`config.mk`:
```
export PLATFORM = sky130hd
export DESIGN_NAME = ahs_slave
export DESIGN_NICKNAME = d
export VERILOG_FILES = /design/src/ahs_pkg.sv /design/src/ahs_slave.sv
export VERILOG_INCLUDE_DIRS = /design/src /design/src/src
export SDC_FILE = /design/constraint.sdc
export NUM_CORES = 2
export LEC_CHECK = 0
export BUFFER_PORTS_ARGS = -buffer_cell sky130_fd_sc_hd__buf_4
export CAP_MARGIN = 40
export CELL_PAD_IN_SITES_DETAIL_PLACEMENT = 0
export CELL_PAD_IN_SITES_GLOBAL_PLACEMENT = 1
export CORE_ASPECT_RATIO = 2
export CORE_MARGIN = 8
export CORE_UTILIZATION = 52
export DETAILED_ROUTE_END_ITERATION = 16
export PLACE_DENSITY_LB_ADDON = 0.1
export SETUP_SLACK_MARGIN = 0.4
export SLEW_MARGIN = 20
export SYNTH_ARGS = -nofsm -noshare
export SYNTH_HDL_FRONTEND = slang
export SYNTH_SLANG_ARGS = --single-unit
export TNS_END_PERCENT = 1
```
`constraint.sdc`:
```
create_clock -name ref_clk_i -period 10.6 [get_ports ref_clk_i]
set_clock_uncertainty 0.1 [all_clocks]
set_input_delay 1.06 -clock ref_clk_i [delete_from_list [all_inputs] [get_ports ref_clk_i]]
set_output_delay 1.06 -clock ref_clk_i [all_outputs]
set_load 0.03 [all_outputs]
```
`src/ahs_defs.svh`:
```
`ifndef AHS_DEFS_SVH
`define AHS_DEFS_SVH
// framing control bytes
`define AHS_ENQ        8'h05
`define AHS_EOT        8'h04
`define AHS_ACK        8'h06
`define AHS_NAK        8'h15
// command letters
`define AHS_CMD_RD     8'h52
`define AHS_CMD_WR     8'h57
`define AHS_CMD_MREG   8'h58
`define AHS_CMD_MACT   8'h59
// stored request lengths, enq and eot not counted
`define AHS_LEN_MIN    6'd5
`define AHS_LEN_RD     6'd10
`define AHS_LEN_WR0    6'd10
`define AHS_LEN_MREG0  6'd6
`define AHS_LEN_MACT   6'd5
// field positions in the receive and transmit buffers
`define AHS_POS_CMD    6'd2
`define AHS_POS_ADDR   6'd3
`define AHS_POS_CNT    6'd7
`define AHS_POS_WDATA  6'd8
`define AHS_POS_MADDR  6'd4
`define AHS_POS_HDR    6'd4
`define AHS_POS_NAKEND 6'd6
// station limits and fixed values
`define AHS_STN_MAX    8'h1f
`define AHS_CNT_MAX    4'd8
`define AHS_LOCK_ADDR  16'h0004
`define AHS_BAUD_RST   3'd3
// two-character error codes
`define AHS_E_CMD      16'h4946
`define AHS_E_ADDR     16'h4941
`define AHS_E_RANGE    16'h4944
`define AHS_E_BLOCK    16'h574d
`define AHS_E_FRAME    16'h4645
// modbus function and exception codes
`define AHS_MB_RDH     8'h03
`define AHS_MB_RDI     8'h04
`define AHS_MB_WRS     8'h06
`define AHS_MB_WRM     8'h10
`define AHS_MB_X_FUNC  8'h01
`define AHS_MB_X_ADDR  8'h02
`define AHS_MB_X_VAL   8'h03
`define AHS_MB_X_BUSY  8'h06
`define AHS_MB_X_USER  8'h14
`endif

```
`src/ahs_pkg.sv`:
```
package ahs_pkg;
   typedef enum logic [7:0] {
      ST_IDLE = 8'h01, ST_RX = 8'h02, ST_SUM = 8'h04, ST_DEC = 8'h08,
      ST_EXE = 8'h10, ST_ACC = 8'h20, ST_FIN = 8'h40, ST_TX = 8'h80
   } ahs_state_type;
   typedef enum logic [1:0] {
      PE_OK = 2'h0, PE_ADDR = 2'h1, PE_RANGE = 2'h2, PE_BLOCK = 2'h3
   } ahs_perr_type;
   typedef struct packed {
      logic        req;
      logic        wr;
      logic [15:0] addr;
      logic [15:0] wdata;
   } ahs_preq_type;
   typedef struct packed {
      logic         ack;
      ahs_perr_type err;
      logic [15:0]  rdata;
   } ahs_prsp_type;
   typedef struct packed {
      logic       vld;
      logic [7:0] func;
      logic       addr_ok;
      logic       val_ok;
      logic       busy;
      logic       ro;
   } ahs_mbreq_type;
endpackage : ahs_pkg

```
`src/ahs_slave.sv`:
```
`timescale 1ns/1ns
`include "ahs_defs.svh"
// Function
// - device only answers requests, never sends on its own.
// - modbus supports function codes 03h, 04h, 06h and 10h.
// - modbus exceptions 01h/02h/03h/06h; 14h for locked or read-only writes.
// - good reply: ack 06h, station, command letter, data, sum, eot.
// - bad request: nak 15h, station, command, error code, sum, eot; 9 bytes.
// - station is two uppercase hex characters, valid 01 to 1F.
// - words and addresses travel as four hex characters, high nibble first.
// - error codes are two printable characters between 20h and 7Fh.
// - receive buffer holds 39 bytes, transmit buffer 44 bytes.
// - monitor list holds up to eight word addresses.
// - sum is low byte of station, command and data characters.
// - read 'R', address, count 1-8; reply returns consecutive words.
// - write 'W', address, count, data words; reply echoes words except on the first write.
// - first write exchange returns old data, later ones current data.
// - 'X' stores up to eight addresses; seven-byte reply without data.
// - 'Y' returns all monitored values in registration order.
// - two stop bits for modbus, one for the ascii protocol.
// - protocol select 0 picks modbus, 1 the ascii protocol.
// - line speed code selectable, resets to code 3 (9600 bps).
// - report bad command, missing address, range, blocked write, frame errors.
module ahs_slave #(
   parameter int RX_DEPTH  = 39,
   parameter int TX_DEPTH  = 44,
   parameter int MON_DEPTH = 8
) (
   // clock and reset
   input  wire logic                ref_clk_i,
   input  wire logic                sys_rst_i,
   // configuration
   input  wire logic                proto_sel_i,
   input  wire logic [2:0]          baud_code_i,
   input  wire logic                cfg_load_i,
   input  wire logic [7:0]          station_i,
   input  wire logic                write_lock_i,
   output logic      [2:0]          baud_sel_o,
   output logic                     stop_two_o,
   // received characters
   input  wire logic [7:0]          rx_data_i,
   input  wire logic                rx_valid_i,
   output logic                     rx_ready_o,
   // transmitted characters
   output logic      [7:0]          tx_data_o,
   output logic                     tx_valid_o,
   input  wire logic                tx_ready_i,
   // parameter access
   output ahs_pkg::ahs_preq_type    par_o,
   input  wire ahs_pkg::ahs_prsp_type par_i,
   // modbus request check
   input  wire ahs_pkg::ahs_mbreq_type mb_i,
   output logic      [7:0]          mb_exc_o,
   output logic                     mb_vld_o
);
   import ahs_pkg::*;

   function automatic logic hexok(input logic [7:0] c);
      hexok = (c >= 8'h30 && c <= 8'h39) || (c >= 8'h41 && c <= 8'h46);
   endfunction : hexok

   function automatic logic [3:0] hexn(input logic [7:0] c);
      hexn = (c <= 8'h39) ? c[3:0] : c[3:0] + 4'h9;
   endfunction : hexn

   function automatic logic [7:0] n2h(input logic [3:0] n);
      n2h = (n < 4'ha) ? {4'h3, n} : {4'h4, n - 4'h9};
   endfunction : n2h

   ahs_state_type st_reg, st_next;
   logic [7:0]    rxb_reg [RX_DEPTH];
   logic [7:0]    rxb_next [RX_DEPTH];
   logic [7:0]    txb_reg [TX_DEPTH];
   logic [7:0]    txb_next [TX_DEPTH];
   logic [15:0]   mon_reg [MON_DEPTH];
   logic [15:0]   mon_next [MON_DEPTH];
   logic [5:0]    rcnt_reg, rcnt_next, idx_reg, idx_next;
   logic [5:0]    tp_reg, tp_next, txlen_reg, txlen_next;
   logic [7:0]    sum_reg, sum_next, tsum_reg, tsum_next;
   logic [3:0]    n_reg, n_next, k_reg, k_next, mcnt_reg, mcnt_next;
   logic [15:0]   base_reg, base_next;
   logic          ovf_reg, ovf_next, first_reg, first_next;
   logic          rdy_reg, rdy_next;
   ahs_preq_type  par_reg, par_next;
   logic          push;
   logic [7:0]    ov_d_reg, ov_d_next, sk_d_reg, sk_d_next;
   logic          ov_v_reg, ov_v_next, sk_v_reg, sk_v_next;

   assign push = (st_reg == ST_TX) && !sk_v_reg;

   always_comb begin : eng
      logic [7:0]  cmd;
      logic [7:0]  stn;
      logic [3:0]  cnt;
      logic [5:0]  exp_len;
      logic [5:0]  wi;
      logic [15:0] word;
      logic [15:0] ecode;
      logic        bad;
      logic        nak;
      st_next    = st_reg;
      rxb_next   = rxb_reg;
      txb_next   = txb_reg;
      mon_next   = mon_reg;
      rcnt_next  = rcnt_reg;
      idx_next   = idx_reg;
      tp_next    = tp_reg;
      txlen_next = txlen_reg;
      sum_next   = sum_reg;
      tsum_next  = tsum_reg;
      n_next     = n_reg;
      k_next     = k_reg;
      mcnt_next  = mcnt_reg;
      base_next  = base_reg;
      ovf_next   = ovf_reg;
      first_next = first_reg;
      par_next   = par_reg;
      cmd        = rxb_reg[`AHS_POS_CMD];
      stn        = {hexn(rxb_reg[0]), hexn(rxb_reg[1])};
      cnt        = hexn(cmd == `AHS_CMD_MREG ? rxb_reg[`AHS_POS_ADDR] : rxb_reg[`AHS_POS_CNT]);
      wi         = 6'd0;
      word       = 16'h0000;
      ecode      = 16'h0000;
      bad        = 1'b0;
      nak        = 1'b0;
      exp_len    = 6'd0;
      case (cmd)
         `AHS_CMD_RD:   exp_len = `AHS_LEN_RD;
         `AHS_CMD_WR:   exp_len = `AHS_LEN_WR0 + {cnt, 2'b00};
         `AHS_CMD_MREG: exp_len = `AHS_LEN_MREG0 + {cnt, 2'b00};
         `AHS_CMD_MACT: exp_len = `AHS_LEN_MACT;
         default:       exp_len = 6'd0;
      endcase
      for (int i = 0; i < RX_DEPTH; i++) begin
         if (6'(i) < rcnt_reg && 6'(i) != `AHS_POS_CMD && !hexok(rxb_reg[i])) begin
            bad = 1'b1;
         end
      end
      case (st_reg)
         ST_IDLE: begin
            if (rx_valid_i && rdy_reg && proto_sel_i && rx_data_i == `AHS_ENQ) begin
               st_next   = ST_RX;
               rcnt_next = 6'd0;
               ovf_next  = 1'b0;
            end
         end
         ST_RX: begin
            if (rx_valid_i && rdy_reg) begin
               if (rx_data_i == `AHS_ENQ) begin
                  rcnt_next = 6'd0;
                  ovf_next  = 1'b0;
               end else if (rx_data_i == `AHS_EOT) begin
                  st_next  = (rcnt_reg < `AHS_LEN_MIN) ? ST_IDLE : ST_SUM;
                  idx_next = 6'd0;
                  sum_next = 8'h00;
               end else if (rcnt_reg < 6'(RX_DEPTH)) begin
                  rxb_next[rcnt_reg] = rx_data_i;
                  rcnt_next          = rcnt_reg + 6'd1;
               end else begin
                  ovf_next = 1'b1;
               end
            end
         end
         ST_SUM: begin
            if (idx_reg < rcnt_reg - 6'd2) begin
               sum_next = sum_reg + rxb_reg[idx_reg];
               idx_next = idx_reg + 6'd1;
            end else begin
               st_next = ST_DEC;
            end
         end
         ST_DEC: begin
            if (stn != station_i || stn == 8'h00 || stn > `AHS_STN_MAX) begin
               st_next = ST_IDLE;
            end else begin
               txb_next[0] = `AHS_ACK;
               for (int i = 1; i < 4; i++) begin
                  txb_next[i] = rxb_reg[i - 1];
               end
               tsum_next = rxb_reg[0] + rxb_reg[1] + rxb_reg[2];
               tp_next   = `AHS_POS_HDR;
               k_next    = 4'd0;
               n_next    = (cmd == `AHS_CMD_MACT) ? mcnt_reg : cnt;
               base_next = {hexn(rxb_reg[3]), hexn(rxb_reg[4]),
                            hexn(rxb_reg[5]), hexn(rxb_reg[6])};
               st_next   = ST_EXE;
               if (ovf_reg || bad ||
                   {hexn(rxb_reg[rcnt_reg - 6'd2]), hexn(rxb_reg[rcnt_reg - 6'd1])} != sum_reg) begin
                  nak   = 1'b1;
                  ecode = `AHS_E_FRAME;
               end else if (exp_len == 6'd0) begin
                  nak   = 1'b1;
                  ecode = `AHS_E_CMD;
               end else if (cmd != `AHS_CMD_MACT && (cnt == 4'd0 || cnt > `AHS_CNT_MAX)) begin
                  nak   = 1'b1;
                  ecode = `AHS_E_FRAME;
               end else if (rcnt_reg != exp_len) begin
                  nak   = 1'b1;
                  ecode = `AHS_E_FRAME;
               end
            end
         end
         ST_EXE: begin
            if (k_reg == n_reg) begin
               st_next = ST_FIN;
            end else if (cmd == `AHS_CMD_MREG) begin
               wi = `AHS_POS_MADDR + {k_reg, 2'b00};
               mon_next[k_reg[2:0]] = {hexn(rxb_reg[wi]), hexn(rxb_reg[wi + 6'd1]),
                                       hexn(rxb_reg[wi + 6'd2]), hexn(rxb_reg[wi + 6'd3])};
               k_next = k_reg + 4'd1;
            end else begin
               wi             = `AHS_POS_WDATA + {k_reg, 2'b00};
               par_next.wr    = (cmd == `AHS_CMD_WR);
               par_next.addr  = (cmd == `AHS_CMD_MACT) ? mon_reg[k_reg[2:0]]
                                                        : base_reg + {12'h000, k_reg};
               par_next.wdata = (cmd != `AHS_CMD_WR) ? 16'h0000
                              : {hexn(rxb_reg[wi]), hexn(rxb_reg[wi + 6'd1]),
                                 hexn(rxb_reg[wi + 6'd2]), hexn(rxb_reg[wi + 6'd3])};
               if (par_next.wr && write_lock_i && par_next.addr != `AHS_LOCK_ADDR) begin
                  nak   = 1'b1;
                  ecode = `AHS_E_BLOCK;
               end else begin
                  par_next.req = 1'b1;
                  st_next      = ST_ACC;
               end
            end
         end
         ST_ACC: begin
            if (par_i.ack) begin
               par_next.req = 1'b0;
               case (par_i.err)
                  PE_ADDR:  ecode = `AHS_E_ADDR;
                  PE_RANGE: ecode = `AHS_E_RANGE;
                  PE_BLOCK: ecode = `AHS_E_BLOCK;
                  default:  ecode = 16'h0000;
               endcase
               nak  = (par_i.err != PE_OK);
               word = (par_reg.wr && !first_reg) ? par_reg.wdata : par_i.rdata;
               for (int j = 0; j < 4; j++) begin
                  txb_next[tp_reg + 6'(j)] = n2h(word[15 - 4 * j -: 4]);
               end
               tsum_next = tsum_reg + n2h(word[15:12]) + n2h(word[11:8])
                           + n2h(word[7:4]) + n2h(word[3:0]);
               tp_next   = tp_reg + 6'd4;
               k_next    = k_reg + 4'd1;
               st_next   = ST_EXE;
            end
         end
         ST_FIN: begin
            txb_next[tp_reg]         = n2h(tsum_reg[7:4]);
            txb_next[tp_reg + 6'd1]  = n2h(tsum_reg[3:0]);
            txb_next[tp_reg + 6'd2]  = `AHS_EOT;
            txlen_next = tp_reg + 6'd3;
            idx_next   = 6'd0;
            st_next    = ST_TX;
            if (txb_reg[0] == `AHS_ACK && cmd == `AHS_CMD_MREG) begin
               mcnt_next = n_reg;
            end
            if (txb_reg[0] == `AHS_ACK && cmd == `AHS_CMD_WR) begin
               first_next = 1'b0;
            end
         end
         ST_TX: begin
            if (push) begin
               idx_next = idx_reg + 6'd1;
               if (idx_reg == txlen_reg - 6'd1) begin
                  st_next = ST_IDLE;
               end
            end
         end
         default: st_next = ST_IDLE;
      endcase
      if (nak) begin
         txb_next[0] = `AHS_NAK;
         txb_next[`AHS_POS_HDR]        = ecode[15:8];
         txb_next[`AHS_POS_HDR + 6'd1] = ecode[7:0];
         tsum_next = txb_next[1] + txb_next[2] + txb_next[3] + ecode[15:8] + ecode[7:0];
         tp_next   = `AHS_POS_NAKEND;
         st_next   = ST_FIN;
      end
      rdy_next = (st_next == ST_IDLE) || (st_next == ST_RX);
   end

   always_ff @(posedge ref_clk_i) begin
      if (sys_rst_i) begin
         st_reg    <= ST_IDLE;
         rcnt_reg  <= 6'd0;
         idx_reg   <= 6'd0;
         tp_reg    <= 6'd0;
         txlen_reg <= 6'd0;
         sum_reg   <= 8'h00;
         tsum_reg  <= 8'h00;
         n_reg     <= 4'd0;
         k_reg     <= 4'd0;
         mcnt_reg  <= 4'd0;
         base_reg  <= 16'h0000;
         ovf_reg   <= 1'b0;
         first_reg <= 1'b1;
         rdy_reg   <= 1'b0;
         par_reg   <= '0;
      end else begin
         st_reg    <= st_next;
         rcnt_reg  <= rcnt_next;
         idx_reg   <= idx_next;
         tp_reg    <= tp_next;
         txlen_reg <= txlen_next;
         sum_reg   <= sum_next;
         tsum_reg  <= tsum_next;
         n_reg     <= n_next;
         k_reg     <= k_next;
         mcnt_reg  <= mcnt_next;
         base_reg  <= base_next;
         ovf_reg   <= ovf_next;
         first_reg <= first_next;
         rdy_reg   <= rdy_next;
         par_reg   <= par_next;
      end
      rxb_reg <= rxb_next;
      txb_reg <= txb_next;
      mon_reg <= mon_next;
   end

   // two-entry output buffer: head register plus skid register
   always_comb begin
      ov_v_next = ov_v_reg;
      ov_d_next = ov_d_reg;
      sk_v_next = sk_v_reg;
      sk_d_next = sk_d_reg;
      if (ov_v_reg && tx_ready_i) begin
         ov_v_next = sk_v_reg;
         ov_d_next = sk_d_reg;
         sk_v_next = 1'b0;
      end
      if (push) begin
         if (!ov_v_next) begin
            ov_v_next = 1'b1;
            ov_d_next = txb_reg[idx_reg];
         end else begin
            sk_v_next = 1'b1;
            sk_d_next = txb_reg[idx_reg];
         end
      end
   end

   always_ff @(posedge ref_clk_i) begin
      if (sys_rst_i) begin
         ov_v_reg <= 1'b0;
         ov_d_reg <= 8'h00;
         sk_v_reg <= 1'b0;
         sk_d_reg <= 8'h00;
      end else begin
         ov_v_reg <= ov_v_next;
         ov_d_reg <= ov_d_next;
         sk_v_reg <= sk_v_next;
         sk_d_reg <= sk_d_next;
      end
   end

   // configuration and modbus exception check
   logic [2:0] baud_reg, baud_next;
   logic       stop_reg, stop_next, mbv_reg, mbv_next;
   logic [7:0] mbx_reg, mbx_next;

   always_comb begin
      logic wr_f;
      wr_f      = (mb_i.func == `AHS_MB_WRS) || (mb_i.func == `AHS_MB_WRM);
      baud_next = cfg_load_i ? baud_code_i : baud_reg;
      stop_next = !proto_sel_i;
      mbv_next  = mb_i.vld && !proto_sel_i;
      mbx_next  = mbx_reg;
      if (mb_i.vld) begin
         if (!wr_f && mb_i.func != `AHS_MB_RDH && mb_i.func != `AHS_MB_RDI) begin
            mbx_next = `AHS_MB_X_FUNC;
         end else if (!mb_i.addr_ok) begin
            mbx_next = `AHS_MB_X_ADDR;
         end else if (!mb_i.val_ok) begin
            mbx_next = `AHS_MB_X_VAL;
         end else if (wr_f && (write_lock_i || mb_i.ro)) begin
            mbx_next = `AHS_MB_X_USER;
         end else if (mb_i.busy) begin
            mbx_next = `AHS_MB_X_BUSY;
         end else begin
            mbx_next = 8'h00;
         end
      end
   end

   always_ff @(posedge ref_clk_i) begin
      if (sys_rst_i) begin
         baud_reg <= `AHS_BAUD_RST;
         stop_reg <= 1'b1;
         mbv_reg  <= 1'b0;
         mbx_reg  <= 8'h00;
      end else begin
         baud_reg <= baud_next;
         stop_reg <= stop_next;
         mbv_reg  <= mbv_next;
         mbx_reg  <= mbx_next;
      end
   end

   assign baud_sel_o = baud_reg;
   assign stop_two_o = stop_reg;
   assign rx_ready_o = rdy_reg;
   assign tx_data_o  = ov_d_reg;
   assign tx_valid_o = ov_v_reg;
   assign par_o      = par_reg;
   assign mb_exc_o   = mbx_reg;
   assign mb_vld_o   = mbv_reg;
endmodule : ahs_slave

```
; Word level (Yosys, flattened, before mapping)
; Cells that the tools add are included.
[totals]
ff_bits = 936
input_bits = 58
out_inout_bits = 57
[op_classes]
n_addsub = 55
order_cmp = 235
n_eq_ne = 49
mux = 221
bitwise_logic = 25
n_reduce_logical = 256
[op_table]
columns = op, count
row1 = 352-bit bitwise mux, 6
row2 = 320-bit one-hot mux with 2 select lines, 1
row3 = 8-bit binary-select mux with 6-bit select, 12
row4 = 8-bit 2-to-1 mux, 52
row5 = 8-bit by 6-bit less-or-equal comparator with 1-bit output (second input constant), 49
row6 = 352-bit 2-to-1 mux, 1
row7 = 312-bit bitwise mux, 1
row8 = 308-bit AND, 1
row9 = 308-bit NOT, 1
row10 = 8-bit by 6-bit greater-or-equal comparator with 1-bit output (second input constant), 38
row11 = 8-bit by 7-bit greater-or-equal comparator with 1-bit output (second input constant), 38
row12 = 8-bit by 7-bit less-or-equal comparator with 1-bit output (second input constant), 38
row13 = 8-bit demux with 6-bit select, 5
row14 = 1-bit logical AND, 135
row15 = 128-bit bitwise mux, 1
row16 = 16-bit 2-to-1 mux, 8
row17 = 15-bit 2-to-1 mux, 8
row18 = 7-bit greater-or-equal comparator (second input constant), 16
row19 = 6-bit NOT with 7-bit output, 16
row20 = 5-bit by 6-bit < comparator with 1-bit output (first input constant), 16
row21 = 32-bit one-hot mux with 3 select lines, 1
row22 = 4-bit 2-to-1 mux, 22
row23 = 6-bit 2-to-1 mux, 12
row24 = 4-bit adder (second input constant), 17
row25 = 79 further kinds, 346

; Depth between registers and ports, before layout
[depth]
ltp_word = 51
ltp_mapped = 38
depth_no_buf = 34

; Least setup slack after synthesis
; OpenSTA, ideal clock, no wires.
[synth_timing]
kind = register -> register
from = register rcnt_reg[0]
to = register tsum_reg[7]
setup_ns = 0.130
arrival_time_ns = 7.882
t_required_ns = 10.370
path_slack_ns = 2.488
stages_incl_launch_ff = 36
path_buffers = 7
synth_period_minus_slack_ns = 8.112
cell_sequence = dfxtp_1 > buf_6 > buf_6 > buf_4 > inv_2 > buf_1 > ha_1 > clkbuf_1 > clkbuf_1 > clkbuf_1 > mux4_2 > nand2_1 > nand3_1 > nand3_1 > nand3_1 > ha_1 > or2_2 > nand4_1 > and4_4 > nor2_2 > or4_4 > a2111oi_4 > a41o_1 > and3_1 > fa_1 > fa_1 > inv_1 > fa_1 > a21o_1 > a21oi_1 > o21bai_1 > a21oi_1 > xnor2_1 > xnor2_1 > xnor2_1 > o31ai_1
[synth_between]
elab_chain_len = 48
elab_cells_between_ends = 153
cone_classes = add/sub: 6 / order compare: 40 / eq/ne: 4 / mux: 59 / bitwise: 2 / reduce/logical: 42
[synth_lines]
columns = item, line
row1 = "start, declared", ahs_slave.sv:77  ; logic [5:0] rcnt_reg, rcnt_next, idx_reg, idx_next;
row2 = "start signal, assigned", ahs_slave.sv:303  ; rcnt_reg <= rcnt_next;
row3 = 1-bit by 6-bit < comparator with 1-bit output, ahs_slave.sv:135  ; if (6'(i) < rcnt_reg && 6'(i) != `AHS_POS_CMD && !hexok(rxb_reg[i])) begin
row4 = 1-bit logical AND, ahs_slave.sv:135
row5 = 1-bit 2-to-1 mux (38 in series), ahs_slave.sv:135
row6 = 1-bit logical OR (2 in series), ahs_slave.sv:187  ; if (ovf_reg || bad ||
row7 = 15-bit 2-to-1 mux, ahs_slave.sv:187
row8 = 15-bit 2-to-1 mux, ahs_slave.sv:173  ; if (stn != station_i || stn == 8'h00 || stn > `AHS_STN_MAX) begin
row9 = 16-bit one-hot mux with 3 select lines, ahs_slave.sv:139  ; case (st_reg)
row10 = 8-bit adder (2 in series), ahs_slave.sv:277  ; tsum_next = txb_next[1] + txb_next[2] + txb_next[3] + ecode[15:8] + ecode[7:0];
row11 = 8-bit 2-to-1 mux, ahs_slave.sv:273  ; if (nak) begin
row12 = "end signal, assigned", ahs_slave.sv:308  ; tsum_reg <= tsum_next;
row13 = "end, declared", ahs_slave.sv:79  ; logic [7:0] sum_reg, sum_next, tsum_reg, tsum_next;
; Several ways; a longest one is shown, not always the timed one. The select of a mux whose other input is x is not followed.
; A chain may end at the register's enable or synchronous reset.

; Worst setup path after layout
[layout_timing]
from = register rcnt_reg[1]
to = register tsum_reg[7]
; The elaborated chain is that of the path after synthesis.

==> metrics.cfg <==
[run_status]
status = finished, final reports clean

[worst_setup_path]
cp.required_ns = 11.13
worst_path_largest_cell_delay_ns = 0.69
worstPathMaxFanout = 12
crit_path_end_kind = flip-flop
slowest_stage = xnor2_1
path_class = reg2reg
arrival_ns = 9.84
startpoint_type = flip-flop
crit_top_cell = xnor2_1
crit_family = simple AND/OR/NAND/NOR gates
worst-path-buf-inv = 3

[synth]
syn_area_um2 = 60500
synth_edf_count = 741
ys_warn_count = 0
synth_top_area_share_pct = 36.8
synth_most_common_cell = edfxtp_1
synth_cell_types = 109
synth_flop_cell = edfxtp_1
netlist_instances = 5539
synthArstFlopShare_pct = 0
netlist_top_cells_count = edfxtp_1 (741), nor2_1 (479), nand2_1 (444)
synth_seq_cells = 912
syn_area_per_cell_um2 = 10.9
netlist_top_cells_area = edfxtp_1 (37%), mux4_2 (15%), dfxtp_1 (5.7%), nor2_1 (3.0%), mux2i_1 (2.8%)
yosys.area.top_type = edfxtp_1
seq_area_frac_synth_pct = 42.5

[detailed_routing]
drt-initial-drc-count = 8294
via_per_inst = 7.48
wl_per_cell_um = 37.4
wl_um = 266000
ant_nets = 0
drc = 0
vias = 53200
dr.pass1.iters = 10

[sta]
report.final.slew_viol_count = 0
relSlewSlack_pct = 37.1
tns_ns = 0
period_needed_ns = 9.31
max_freq_ghz = 0.107
rsz0062_at_grt = no
setup-violations-final = 0
hold_violations = 0
worst_slew_pin_slew_ns = 0.941
finalCritPeriodShare_pct = 87.8

[floorplanning]
die_h_um = 498
start_util_pct = 52.2
core_area_um2 = 116000
rows = 177
die-area_um2 = 128000
io-pin-count = 115
fp.dieW_um = 257

[cells_and_area]
nets = 5737
areaGrowthSynthToFinish_pct = 9.67
final_cell_area_um2 = 66300
stdcell_count = 7105
largest_register_ffs = 333
drive_gt1_share_pct = 18.1

[min_path]
hold_path_class = reg2reg

[power]
ir_drop_uv = 169
p_per_area_nw_per_um2 = 111
switching_share_pct = 23.5
pwr-share-comb_pct = 5.2
p_int_mw = 5.66
p_leak_nw = 21.9
p_seq_share_pct = 51.9
clkPwrFrac_pct = 42.9
p_switching_mw = 1.74

[global_routing]
grt_pass1_vias = 49600
grt_antenna_before_repair = 13
overflow = 0
track_usage_pct = 40.0
grt_max_degree = 78
grt_pass1_wl_um = 373000

[place]
dp_cells = 6919
hpwl_um = 191000
io_buffers = 110
place.gp.congestion = 1.04
place_area_um2 = 63100

[cts]
path_clk_slew_ns = 0.08
htree_levels = 3
ctsHoldBuffers = 0
clock_latency_ns = 0.73
cts_buffers = 82
post_cts_buffers = 0
cts_root_buf = clkbuf_16
cts_tree = done
cts_resized = 0
clk_path_buf_depth = 3
clock_sinks = 912

[flow_run]
drv_cap = 0

==> routing by layer <==
layer	vias to the layer above	global-route usage, %	routed length [µm]
met2	4390	59.2	115000
met1	26300	51.5	95200
met4	6	23.6	19300
met3	901	12.2	35800
met5	-	0	39
li1	21600	-	-
==> final timing paths <==
check / start / to / slack, ns / cells after the start
min: par_o[18] / par_o[18] / 0.36 / 2
max: rcnt_reg[1] / tsum_reg[7] / 1.29 / 29
max reg2reg: rcnt_reg[1] / tsum_reg[7] / 1.29 / 29
min reg2reg: par_o[18] / par_o[18] / 0.36 / 2
==> power by group through the flow <==
stage                     logic (mW)  registers, mW  clock network [mW]
after global placement         0.354           3.92                   0
final                          0.383           3.84                3.17
after CTS                      0.365           3.84                3.19
after detailed placement       0.364           3.92                   0
after global routing           0.399           3.84                3.30
after floorplan                0.186           3.92                   0
==> layout by cell type (no fill, tap or decap), drive strengths merged, types with 96 or more instances in the layout <==
cell and n:
a22oi 167, mux4 393, dfxtp 171, nor3 153
xnor2 96, a21oi 302, o22ai 179, inv 158
nand3 137, edfxtp 741, buf 336, nand2 444
ha 127, o21ai 281, nor2 480, mux2i 172
clkbuf 102
==> area by class of cell <==
cell class / instances / area [µm²]
clock buffer: 99 / 2220
multi-input combinational: 4018 / 32500
timing repair buffer: 339 / 2820
inverter: 154 / 578
sequential: 912 / 25700
antenna: 11 / 27.5
tap: 1521 / 1900
fill: 9658 / 49500
clock inverter: 51 / 554
==> tightest hold or removal path, stage by stage, from the launching register on <==
cell and delay (ns):
dfxtp_1 0.31, nand2_1 0.05, a21oi_1 0.05
==> stage by stage <==
step	hold WS [ns]	utilization, %	setup WS, ns	total power [mW]
6_report	0.356	57.3	1.29	7.39
2_1_floorplan	0.332	-	2.49	4.11
5_1_grt	0.381	57.2	1.02	7.53
3_3_place_gp	0.339	54.1	1.25	4.27
4_1_cts	0.362	56.9	1.39	7.39
3_5_place_dp	0.355	54.5	1.41	4.28
==> kinds of logic after synthesis <==
logic type	after synthesis	share of synthesized area [%]
AND/OR/NAND/NOR	1659	13.2
AO/OA/AOI/OAI	1445	15.8
multiplexers	588	17.9
adder cells (fa/ha/maj)	172	4.12
XOR/XNOR	150	2.28
other	1	0.00620
buffers and inverters	612	4.20
flip-flops	912	42.5
Note: power is estimated with default switching activity, not from simulation.
